==> config.mk <==
export PLATFORM = sky130hd
export DESIGN_NAME = fsrh_host
export DESIGN_NICKNAME = d
export VERILOG_FILES = /design/src/logic/fsrh_pkg.sv /design/src/logic/fsrh_bus_cycle.sv /design/src/logic/fsrh_host.sv
export VERILOG_INCLUDE_DIRS = /design/src /design/src/logic
export SDC_FILE = /design/constraint.sdc
export NUM_CORES = 1
export LEC_CHECK = 0
export BUFFER_PORTS_ARGS = -buffer_cell sky130_fd_sc_hd__buf_2
export CORE_ASPECT_RATIO = 2
export CORE_MARGIN = 2
export CORE_UTILIZATION = 30
export CTS_CLUSTER_SIZE = 20
export DETAILED_ROUTE_END_ITERATION = 10
export HOLD_SLACK_MARGIN = 0.02
export PLACE_DENSITY = 0.55
export SETUP_SLACK_MARGIN = 0.5
export SYNTH_ARGS = -nofsm -noshare
export SYNTH_HDL_FRONTEND = slang
export SYNTH_SLANG_ARGS = --single-unit
==> constraint.sdc <==
create_clock -name sys_clk -period 7.3 [get_ports sys_clk]
set_input_delay 1.46 -clock sys_clk [delete_from_list [all_inputs] [get_ports sys_clk]]
set_output_delay 1.46 -clock sys_clk [all_outputs]
set_load 0.01 [all_outputs]
==> src/logic/fsrh_consts.svh <==
// Constants for the flash suspend/resume status host controller
// Functional notes
// - After erase suspend: resume, toggle check first
// - Erase resume valid suspended; spacing before suspend
// - After program suspend: resume, toggle check first
// - Program resume valid suspended; spacing before suspend
// - Blank check: write 33h at 555h
// - Polling bit complements data; recheck after timeout
// - Toggle bit toggles while busy; read twice
// - Host waits ready before any suspend
`ifndef FSRH_CONSTS_SVH
`define FSRH_CONSTS_SVH

// APB register offsets
`define FSRH_REG_CMD 12'h000
`define FSRH_REG_ADDR 12'h004
`define FSRH_REG_WDATA 12'h008
`define FSRH_REG_STAT 12'h00C
`define FSRH_REG_RDATA 12'h010
`define FSRH_REG_EXT 12'h014
`define FSRH_REG_CTRL 12'h018

// Flash command codes
`define FSRH_CODE_ERS_SUSP 16'h00B0
`define FSRH_CODE_ERS_RES 16'h0030
`define FSRH_CODE_PRG_SUSP 16'h0051
`define FSRH_CODE_PRG_RES 16'h0050
`define FSRH_CODE_BLANK 16'h0033
`define FSRH_ADDR_BLANK 16'h0555
`define FSRH_CODE_XSR_RD 16'h0075
`define FSRH_CODE_XSR_CLR 16'h0071
`define FSRH_CODE_RESET 16'h00F0

// Extended status field positions
`define FSRH_XSR_READY 7
`define FSRH_XSR_ESUSP 6
`define FSRH_XSR_EFAIL 5
`define FSRH_XSR_PFAIL 4
`define FSRH_XSR_ABORT 3
`define FSRH_XSR_PSUSP 2
`define FSRH_XSR_LOCK 1

// Legacy status bit positions
`define FSRH_Q_POLL 7
`define FSRH_Q_TOGGLE 6
`define FSRH_Q_TIMEOUT 5
`define FSRH_Q_ABORT 1

// Timing, 40 MHz system clock
`define FSRH_CLK_MHZ 40
`define FSRH_STROBE_NS 50
`define FSRH_STROBE_CYC ((`FSRH_STROBE_NS * `FSRH_CLK_MHZ + 999) / 1000)
`define FSRH_TERS_US 100
`define FSRH_TERS_CYC (`FSRH_TERS_US * `FSRH_CLK_MHZ)
`define FSRH_TPRS_US 5
`define FSRH_TPRS_CYC (`FSRH_TPRS_US * `FSRH_CLK_MHZ)

`endif

==> src/logic/fsrh_pkg.sv <==
// Types for the flash suspend/resume status host controller
package fsrh_pkg;
	typedef enum logic [3:0] {
		FSRH_OP_NONE,
		FSRH_OP_WRITE,
		FSRH_OP_READ,
		FSRH_OP_ERS_SUSP,
		FSRH_OP_ERS_RES,
		FSRH_OP_PRG_SUSP,
		FSRH_OP_PRG_RES,
		FSRH_OP_BLANK,
		FSRH_OP_XSR_RD,
		FSRH_OP_XSR_CLR,
		FSRH_OP_RESET,
		FSRH_OP_POLL
	} fsrh_op_t;

	typedef enum logic [1:0] {
		FSRH_BUS_IDLE,
		FSRH_BUS_WR,
		FSRH_BUS_RD
	} fsrh_bus_t;
endpackage : fsrh_pkg

==> src/logic/fsrh_bus_cycle.sv <==
// One asynchronous write or read cycle on the flash pins
`timescale 1ns/1ps
`include "fsrh_consts.svh"

module fsrh_bus_cycle #(
	parameter int unsigned STROBE_CYC = `FSRH_STROBE_CYC
) (
	input wire logic sys_clk,
	input wire logic arst_n,
	input wire fsrh_pkg::fsrh_bus_t req,
	input wire logic [15:0] req_addr,
	input wire logic [15:0] req_data,
	output logic done,
	output logic [15:0] rd_data,
	output logic [15:0] flash_addr,
	output logic [15:0] flash_dq_out,
	output logic flash_dq_oe_n,
	input wire logic [15:0] flash_dq_in,
	output logic flash_ce_n,
	output logic flash_we_n,
	output logic flash_oe_n
);
	import fsrh_pkg::*;

	typedef struct packed {
		logic busy;
		logic wr;
		logic [7:0] cnt;
		logic [15:0] addr;
		logic [15:0] dout;
		logic [15:0] din;
		logic done;
	} fsrh_cyc_state_t;

	fsrh_cyc_state_t st_q, st_d;

	always_comb begin
		st_d = st_q;
		st_d.done = 1'b0;
		if (!st_q.busy) begin
			// Idle cycle after done, so a request still held is not taken twice
			if (req != FSRH_BUS_IDLE && !st_q.done) begin
				st_d.busy = 1'b1;
				st_d.wr = (req == FSRH_BUS_WR);
				st_d.addr = req_addr;
				st_d.dout = req_data;
				st_d.cnt = 8'(STROBE_CYC);
			end
		end else if (st_q.cnt != 8'h00) begin
			st_d.cnt = st_q.cnt - 8'h01;
		end else begin
			// Read data sampled here, at the end of the read strobe
			if (!st_q.wr)
				st_d.din = flash_dq_in;
			st_d.busy = 1'b0;
			st_d.done = 1'b1;
		end
	end

	always_ff @(posedge sys_clk or negedge arst_n) begin
		if (!arst_n)
			st_q <= '0;
		else
			st_q <= st_d;
	end

	assign done = st_q.done;
	assign rd_data = st_q.din;
	assign flash_addr = st_q.addr;
	assign flash_dq_out = st_q.dout;
	assign flash_dq_oe_n = !(st_q.busy && st_q.wr);
	assign flash_ce_n = !st_q.busy;
	assign flash_we_n = !(st_q.busy && st_q.wr && st_q.cnt != 8'h00);
	assign flash_oe_n = !(st_q.busy && !st_q.wr);
endmodule : fsrh_bus_cycle

==> src/logic/fsrh_host.sv <==
// Host controller: suspend/resume, blank check and status polling of a parallel NOR flash
//
// The APB register port and the register offsets were left to the implementer.
`timescale 1ns/1ps
`include "fsrh_consts.svh"

module fsrh_host #(
	parameter int unsigned TERS_CYC = `FSRH_TERS_CYC,
	parameter int unsigned TPRS_CYC = `FSRH_TPRS_CYC,
	parameter int unsigned STROBE_CYC = `FSRH_STROBE_CYC
) (
	input wire logic sys_clk,
	input wire logic arst_n,
	input wire logic psel,
	input wire logic penable,
	input wire logic pwrite,
	input wire logic [11:0] paddr,
	input wire logic [31:0] pwdata,
	output logic [31:0] prdata,
	output logic pready,
	output logic pslverr,
	output logic [15:0] flash_addr,
	output logic [15:0] flash_dq_out,
	output logic flash_dq_oe_n,
	input wire logic [15:0] flash_dq_in,
	output logic flash_ce_n,
	output logic flash_we_n,
	output logic flash_oe_n,
	input wire logic ready_busy_pin
);
	import fsrh_pkg::*;

	typedef enum logic [2:0] {
		S_IDLE,
		S_ISSUE,
		S_READ,
		S_POLL1,
		S_POLL2,
		S_FINISH
	} fsrh_st_t;

	typedef struct packed {
		fsrh_st_t st;
		fsrh_op_t op;
		logic [15:0] addr;
		logic [15:0] wdata;
		logic [15:0] rdata;
		logic [15:0] xsr;
		logic [15:0] first;
		logic xsr_pend;
		logic busy;
		logic op_done;
		logic cmd_refused;
		logic poll_running;
		logic esusp;
		logic psusp;
		logic [31:0] ers_gap;
		logic [31:0] prg_gap;
	} fsrh_state_t;

	fsrh_state_t s_q, s_d;
	fsrh_bus_t bus_req;
	logic [15:0] bus_addr;
	logic [15:0] bus_data;
	logic bus_done;
	logic [15:0] bus_rd;
	logic wr_acc;
	fsrh_op_t new_op;

	// ----------------------------------------------------------------
	// Command code decode
	// ----------------------------------------------------------------
	function automatic logic [15:0] op_code(input fsrh_op_t op, input logic [15:0] wd);
		case (op)
			FSRH_OP_ERS_SUSP: op_code = `FSRH_CODE_ERS_SUSP;
			FSRH_OP_ERS_RES: op_code = `FSRH_CODE_ERS_RES;
			FSRH_OP_PRG_SUSP: op_code = `FSRH_CODE_PRG_SUSP;
			FSRH_OP_PRG_RES: op_code = `FSRH_CODE_PRG_RES;
			FSRH_OP_BLANK: op_code = `FSRH_CODE_BLANK;
			FSRH_OP_XSR_RD: op_code = `FSRH_CODE_XSR_RD;
			FSRH_OP_XSR_CLR: op_code = `FSRH_CODE_XSR_CLR;
			FSRH_OP_RESET: op_code = `FSRH_CODE_RESET;
			default: op_code = wd;
		endcase
	endfunction : op_code

	// Blank check targets 555h inside the chosen sector
	function automatic logic [15:0] op_addr(input fsrh_op_t op, input logic [15:0] a);
		if (op == FSRH_OP_BLANK)
			op_addr = {a[15:12], 12'(`FSRH_ADDR_BLANK)};
		else
			op_addr = a;
	endfunction : op_addr

	// ----------------------------------------------------------------
	// APB slave
	// ----------------------------------------------------------------
	assign pready = 1'b1;
	assign wr_acc = psel && penable && pwrite;
	assign new_op = fsrh_op_t'(pwdata[3:0]);

	always_comb begin
		pslverr = 1'b0;
		prdata = 32'h0000_0000;
		case (paddr)
			`FSRH_REG_CMD: prdata = {28'h000_0000, s_q.op};
			`FSRH_REG_ADDR: prdata = {16'h0000, s_q.addr};
			`FSRH_REG_WDATA: prdata = {16'h0000, s_q.wdata};
			`FSRH_REG_STAT: prdata = {26'h000_0000, ready_busy_pin, s_q.psusp, s_q.esusp,
				s_q.poll_running, s_q.cmd_refused, s_q.op_done};
			`FSRH_REG_RDATA: prdata = {16'h0000, s_q.rdata};
			`FSRH_REG_EXT: prdata = {16'h0000, s_q.xsr};
			`FSRH_REG_CTRL: prdata = {31'h0000_0000, s_q.busy};
			default: pslverr = psel && penable;
		endcase
	end

	// ----------------------------------------------------------------
	// Sequencer
	// ----------------------------------------------------------------
	always_comb begin
		s_d = s_q;
		bus_req = FSRH_BUS_IDLE;
		bus_addr = s_q.addr;
		bus_data = op_code(s_q.op, s_q.wdata);
		if (s_q.ers_gap != 32'h0)
			s_d.ers_gap = s_q.ers_gap - 32'h1;
		if (s_q.prg_gap != 32'h0)
			s_d.prg_gap = s_q.prg_gap - 32'h1;
		if (wr_acc) begin
			case (paddr)
				`FSRH_REG_ADDR: s_d.addr = pwdata[15:0];
				`FSRH_REG_WDATA: s_d.wdata = pwdata[15:0];
				`FSRH_REG_STAT: begin
					// Write one to clear; a same-cycle completion wins below
					if (pwdata[0])
						s_d.op_done = 1'b0;
					if (pwdata[1])
						s_d.cmd_refused = 1'b0;
				end
				default: begin
				end
			endcase
		end
		case (s_q.st)
			S_IDLE: begin
				if (wr_acc && paddr == `FSRH_REG_CMD) begin
					s_d.op = new_op;
					s_d.busy = 1'b1;
					s_d.st = S_ISSUE;
					// Suspend only when ready; not within the resume spacing
					if ((new_op == FSRH_OP_ERS_SUSP && (!ready_busy_pin || s_q.ers_gap != 32'h0))
						|| (new_op == FSRH_OP_PRG_SUSP && (!ready_busy_pin || s_q.prg_gap != 32'h0))
						|| (new_op == FSRH_OP_ERS_RES && !s_q.esusp)
						|| (new_op == FSRH_OP_PRG_RES && !s_q.psusp)
						|| (new_op == FSRH_OP_BLANK && (s_q.esusp || s_q.psusp))) begin
						s_d.cmd_refused = 1'b1;
						s_d.busy = 1'b0;
						s_d.st = S_IDLE;
					end else if (new_op == FSRH_OP_WRITE && (s_q.esusp || s_q.psusp)
						&& s_q.wdata[15:8] != 8'h00) begin
						// Erase or program start while suspended is held back
						s_d.cmd_refused = 1'b1;
						s_d.busy = 1'b0;
						s_d.st = S_IDLE;
					end else if (new_op == FSRH_OP_READ) begin
						s_d.st = S_READ;
					end else if (new_op == FSRH_OP_POLL) begin
						s_d.st = S_POLL1;
					end
				end
			end
			S_ISSUE: begin
				bus_req = FSRH_BUS_WR;
				bus_addr = op_addr(s_q.op, s_q.addr);
				if (bus_done) begin
					case (s_q.op)
						FSRH_OP_ERS_SUSP: s_d.esusp = 1'b1;
						FSRH_OP_PRG_SUSP: s_d.psusp = 1'b1;
						FSRH_OP_ERS_RES: begin
							s_d.esusp = 1'b0;
							s_d.ers_gap = TERS_CYC;
						end
						FSRH_OP_PRG_RES: begin
							s_d.psusp = 1'b0;
							s_d.prg_gap = TPRS_CYC;
						end
						FSRH_OP_XSR_RD: s_d.xsr_pend = 1'b1;
						default: begin
						end
					endcase
					// Resume only: confirm running by toggle; blank check finishes at once
					if (s_q.op == FSRH_OP_ERS_RES || s_q.op == FSRH_OP_PRG_RES)
						s_d.st = S_POLL1;
					else if (s_q.op == FSRH_OP_XSR_RD)
						s_d.st = S_READ;
					else
						s_d.st = S_FINISH;
				end
			end
			S_READ: begin
				bus_req = FSRH_BUS_RD;
				if (bus_done) begin
					s_d.rdata = bus_rd;
					if (s_q.xsr_pend) begin
						// Reserved bits dropped; 6..1 only meaningful when ready
						s_d.xsr = {8'h00, bus_rd[7:1], 1'b0};
						s_d.xsr_pend = 1'b0;
					end
					s_d.st = S_FINISH;
				end
			end
			S_POLL1: begin
				bus_req = FSRH_BUS_RD;
				if (bus_done) begin
					s_d.first = bus_rd;
					s_d.st = S_POLL2;
				end
			end
			S_POLL2: begin
				// Two reads; toggle compared, timeout rise rechecked for FSRH_OP_POLL only, not after a resume
				bus_req = FSRH_BUS_RD;
				if (bus_done) begin
					s_d.rdata = bus_rd;
					if (bus_rd[`FSRH_Q_TOGGLE] != s_q.first[`FSRH_Q_TOGGLE]) begin
						s_d.poll_running = 1'b1;
						if (bus_rd[`FSRH_Q_TIMEOUT] && s_q.op == FSRH_OP_POLL)
							s_d.st = S_POLL1;
						else
							s_d.st = S_FINISH;
					end else begin
						s_d.poll_running = 1'b0;
						s_d.st = S_FINISH;
					end
				end
			end
			S_FINISH: begin
				s_d.op_done = 1'b1;
				s_d.busy = 1'b0;
				s_d.st = S_IDLE;
			end
			default: s_d.st = S_IDLE;
		endcase
	end

	always_ff @(posedge sys_clk or negedge arst_n) begin
		if (!arst_n)
			s_q <= '0;
		else
			s_q <= s_d;
	end

	fsrh_bus_cycle #(
		.STROBE_CYC(STROBE_CYC)
	) u_cycle (
		.sys_clk(sys_clk),
		.arst_n(arst_n),
		.req(bus_req),
		.req_addr(bus_addr),
		.req_data(bus_data),
		.done(bus_done),
		.rd_data(bus_rd),
		.flash_addr(flash_addr),
		.flash_dq_out(flash_dq_out),
		.flash_dq_oe_n(flash_dq_oe_n),
		.flash_dq_in(flash_dq_in),
		.flash_ce_n(flash_ce_n),
		.flash_we_n(flash_we_n),
		.flash_oe_n(flash_oe_n)
	);
endmodule : fsrh_host

# After elaboration in Yosys (flattened, before gate mapping)
# Cells that the tools add are included.
totals:
  ff_bits: 199
  latchBits: 0
  ram_bits: 0
  rom_bits: 0
  in_bits: 66
  out_inout_bits: 70
  wordCells: 189
  mem_count: 0
op_classes:
  addsub: 3
  multipliers: 0
  div_mod_pow: 0
  order_cmp: 0
  n_eq_ne: 37
  shifts: 0
  mux: 57
  bitwise: 3
  n_reduce_logical: 66
ops:
  columns: ["cell", "count"]
  rows:
  - ["32-bit 2-to-1 mux", 5]
  - ["64-bit 2-to-1 mux", 2]
  - ["16-bit case mux with 8 select lines", 1]
  - ["16-bit case mux with 7 select lines", 1]
  - ["32-bit nonzero test", 2]
  - ["32-bit by 1-bit subtractor with 32-bit output, second input constant", 2]
  - ["42-bit 2-to-1 mux", 1]
  - ["12-bit by 5-bit equality test with 1-bit output, second input constant", 3]
  - ["3-bit 2-to-1 mux", 11]
  - ["4-bit by 3-bit equality test with 1-bit output, second input constant", 8]
  - ["16-bit case mux with 2 select lines", 1]
  - ["12-bit by 4-bit equality test with 1-bit output, second input constant", 2]
  - ["12-bit 2-to-1 mux", 2]
  - ["8-bit 2-to-1 mux", 3]
  - ["4-bit equality test, second input constant", 5]
  - ["2-bit nonzero test", 10]
  - ["1-bit 2-to-1 mux", 19]
  - ["3-bit AND reduction", 6]
  - ["16-bit 2-to-1 mux", 1]
  - ["2-bit AND reduction", 8]
  - ["8-bit nonzero test", 2]
  - ["1-bit logical AND", 15]
  - ["3-bit case mux with 5 select lines", 1]
  - ["12-bit by 3-bit equality test with 1-bit output, second input constant", 1]
  - ["23 further kinds", 54]

# Longest topological paths before layout
depth:
  depth_word: 10
  mapped_depth: 9
  mapped_depth_nobuf: 8

# By module
# From an unflattened synthesis, not the netlist that was laid out.
hier_totals:
  cells_unflattened: 963
  hier_area_um2: 10171.0
modules_own_cells:
  columns: ["module", "n_inst", "cells_per_inst", "area_per_inst_um2", "seq_area_each_um2"]
  rows:
  - ["fsrh_host", 1, 748, 7367.1, 3353.2]
  - ["fsrh_bus_cycle", 1, 215, 2803.9, 1476.4]

# Worst setup path before layout
# Ideal clock, no wire load.
synth_path:
  path_type: "input-to-output"
  start: "input port paddr[7]"
  end: "output port prdata[8]"
  arrival_time_ps: 2990
  t_required_ps: 5840
  slack_ps: 2850
  path_stages: 6
  path_cell_list: "nor4_1 nand3_1 nor4b_2 clkbuf_1 a222oi_1 inv_1"
synth_via:
  elab_chain_cells: 2
  elab_cells_between_ends: 8
  cone_classes: "eq/ne: 6; mux: 1; reduce/logical: 1"
synth_rtl:
  columns: ["element", "line_no", "rtl"]
  rows:
  - ["start, declared", "fsrh_host.sv:17", "input wire logic [11:0] paddr,"]
  - ["12-bit by 5-bit equality test with 1-bit output, or another cell as far along", "fsrh_host.sv:105", "case (paddr)"]
  - ["16-bit case mux with 7 select lines (*)", "fsrh_host.sv:105", null]
  - ["end, declared", "fsrh_host.sv:19", "output logic [31:0] prdata,"]
# Mark *: on every way between the ends. The rest lies on a longest branch, timed or not.

# Worst setup path after layout
layout_path:
  start: "input port paddr[7]"
  end: "output port prdata[5]"
# Same word-level chain as after synthesis.

==> impl_results.md <==
* Asr flop ratio synth at 100%
* CTS tree: yes
* Kind of end point of the critical path: output port
* Router iterations before antenna repair at 8
* RSZ-0062 raised after global routing: no
* Final setup viols at 0
* Post CTS Setup Buffer Count at 0
* Fmax at 186 MHz
* Compound-Gate Fraction of Synth Area at 10.1%
* Pwr/cell area at 198 nW/um2
* Met3 wire len at 883 um
* M1 WL at 9660 um
* Worst-Margin Slew at 1.22 ns
* All-layer global routing usage at 16.3%
* Filler cells at 3290
* Initial Util at 30.4%
* Crit-path cells: buf_2, nor4_1, nand3_1, nor4b_4, nand2_1, o21ai_0, a221o_1, buf_2
* Critical Path RT at 5.84 ns
* Via Count at 7115
* Final ANT Viol Nets at 0
* Syn Area/Cell at 10.4 um2
* Worst path most repeated cell: buf_2
* Largest family of logic cells by synthesized area: simple AND/OR/NAND/NOR gates
* Clock buffer count from CTS at 17
* Post-synthesis sequential area ratio at 50.3%
* Placed wire-length estimate at 19200 um
* Status: finished clean
* Fin. max-slew vios at 0
* Distinct cells, synth at 66
* Worst hold path type: reg2reg
* Gr ovfl total at 0
* TNS Setup at 0 ns
* Worst EP arrival at 3.90 ns
* Register bit total from synthesis at 193
* Setup Skew at 0.0109 ns
* Die W at 130 um
* Tmin final at 5.36 ns
* Buf+Inv Stages, Crit Path at 2
* Adder-cell share of the synthesized area at 0.391%
* MaxCap Viol Count at 0
* Clock slew at reported path FFs at 0.07 ns
* Diode count at 0
* Slowest-stage cell, CP: nor4b_4
* Routed len/inst at 18.5 um
* Net count, final at 1042
* Final period util at 73.5%
* Synthesized instance count at 920
* Post-route DRC at 0
* Layout area overhead at 13.5%
* WS Path Type: in2out
* H-tree levels at 4
* Syn. warnings at 0
* Crit-path max FO at 17
* Vias in the first global route at 7396
* # rows at 92
* Sink Count at 193
* Root buffer cell: clkbuf_16
* Initial antenna violation count at 0
* Hold Buf Count CTS at 0
* Area of the die at 33500 um2
* Share of cells above drive strength 1 at 23.4%
* Fin. Hold Viols at 0
* Num ports at 136
* Clk buf depth at 2
* First-pass GRT wire length at 41500 um
* Final WS setup at 1.94 ns
* Resize count post-CTS at 0
* Max-Slew Margin vs Limit at 18.6%
* IO Port Bufs at 102
* Post-synth EDFFs at 0
* CORE AREA at 31500 um2
* DR WL met2 at 14500 um
* Pre-CTS WS at 1.95 ns
* Initial drt markers at 455
* Clock Latency Late Sink at 0.45 ns
* CP startpoint kind: primary input
* Top layer in use: met4
* Mapped Area at 9600 um2
* Largest net degree at the start of global routing at 120
* Routed vias/inst at 5.05
* Delay-heaviest family, CP: simple AND/OR/NAND/NOR gates
* Max stage delay on crit path at 1.11 ns
* Leak Pwr at 5.38 nW
* Synth Flop Type: dfrtp_1
* Gpl congestion at 0.887
* Area share of xor/xnor cells in the synthesized design at 4.93%
* Die height at 257 um
* Detailed Route WL at 26000 um
* Mux share of post-synthesis cell area at 10.1%
* Synth Area in Simple Gates at 17.4%
* Worst vdd ir at 0.000175 V
## cells in the mapped netlist (4+ instances only)
master    count  area, um2
a22o_1       16        140
buf_1         5       18.8
a222oi_1      8       80.1
or4_1        13       97.6
xor2_1       18        158
buf_4        49        368
nor3_1       37        185
inv_1        27        101
nor4_1       26        163
xnor2_1      36        315
nand2b_1     10       62.6
o22a_1        6       52.6
o211ai_1      6       45.0
a21oi_1      26        130
mux2i_1      14        140
o21ai_0      32        160
or3_1        13       81.3
nand3_1      21        105
a221o_1       7       70.1
nand2_1      65        244
nor2_1       87        327
nand4_1       9       56.3
nor2b_1       4       25.0
dfrtp_1     193       4830
and3_1        7       43.8
mux2_2       74        833
o31ai_1       5       37.5
clkbuf_1     36        135
## worst reg2reg max path, delay by kind of cell (launching register included)
family	cells	cell delay, ns
and+or+nand+nor	3	1.75
muxes	1	0.49
DFF	1	0.42
adders and majority gates	1	0.17
buffers and inverters	1	0.08
## registers in the layout (all words and copies together) (netlist names)
name	flops
s_q	134
u_cycle.done	1
u_cycle.flash_addr	16
u_cycle.flash_dq_out	16
u_cycle.rd_data	16
u_cycle.st_q	10
## metrics by stage
step / hold slack (ns) / total power (W) / cells / cell area [um2] / util (%)
final: 0.475 / 0.00216 / 1409 / 10900 / 34.6
after global routing: 0.516 / 0.00224 / 1409 / 10900 / 34.6
after CTS: 0.479 / 0.00219 / 1409 / 10900 / 34.6
after detailed placement: 0.461 / 0.00118 / 1377 / 10300 / 32.6
after global placement: 0.462 / 0.00118 / 1377 / 10300 / 32.6
after floorplan: 0.446 / 0.00114 / 935 / 9660 / -
## kinds of logic after synthesis
group,after synthesis
compound gates,138
xor+xnor,54
fa+ha+maj,3
buf+inv,119
flops,193
mux,88
other cells,2
simple gates,323
## power breakdown
part / internal, W / leakage, nW / total [W] / switching, W
sequential: 0.00108 / 2.65 / 0.00108 / 0.00000606
combinational: 0.0000255 / 2.44 / 0.0000766 / 0.0000511
clock: 0.000577 / 0.297 / 0.00100 / 0.000427
## final cells by class
class                      instances  area [um2]  area share [%]
clock inverter                    12         183            1.68
timing repair buffer             111         599            5.50
sequential                       193        4830            44.3
clock buffer                      20         437            4.01
tap                              423         529            4.86
inverter                          27         101           0.930
multi-input combinational        623        4220            38.7
## layout by cell type (no fill, tap or decap), drive strengths merged, types with 4 or more instances in the layout
cell type,count
nor4b,5
xor2,18
o21ai,34
nand2,65
a221o,7
a222oi,8
clkbuf,21
inv,29
o22a,6
nand2b,10
or4,14
xnor2,36
o31ai,7
or2,4
dfrtp,193
buf,110
and3,7
bufinv,4
nor3,37
conb,17
or3,14
nor2,87
nand3,21
clkinv,4
nor2b,4
mux2,74
nand4,9
a22o,16
mux2i,14
a21oi,26
o211ai,6
nor4,29
## layer usage
layer | track usage, % | up-vias
met1 | 18.2 | 3541
met3 | 2.91 | 45
li1 | - | 3337
met5 | 0 | -
met4 | 7.57 | 0
met2 | 29.4 | 192
## path summary, 6_finish.rpt
check                                  startpoint                      to  slack, ns  cells after the start
setup reg to reg                 u_cycle.st_q[49]     u_cycle.rd_data[13]       4.27                      6
hold / removal             u_cycle.flash_addr[12]  u_cycle.flash_addr[12]       0.48                      2
min in group asynchronous                  arst_n                 s_q[39]       1.02                      1
setup / recovery                         paddr[7]               prdata[5]       1.94                      8
max in group asynchronous                  arst_n   u_cycle.flash_addr[9]       5.19                      2
hold reg to reg            u_cycle.flash_addr[12]  u_cycle.flash_addr[12]       0.48                      2
Note: power is estimated with default switching activity, not from simulation.
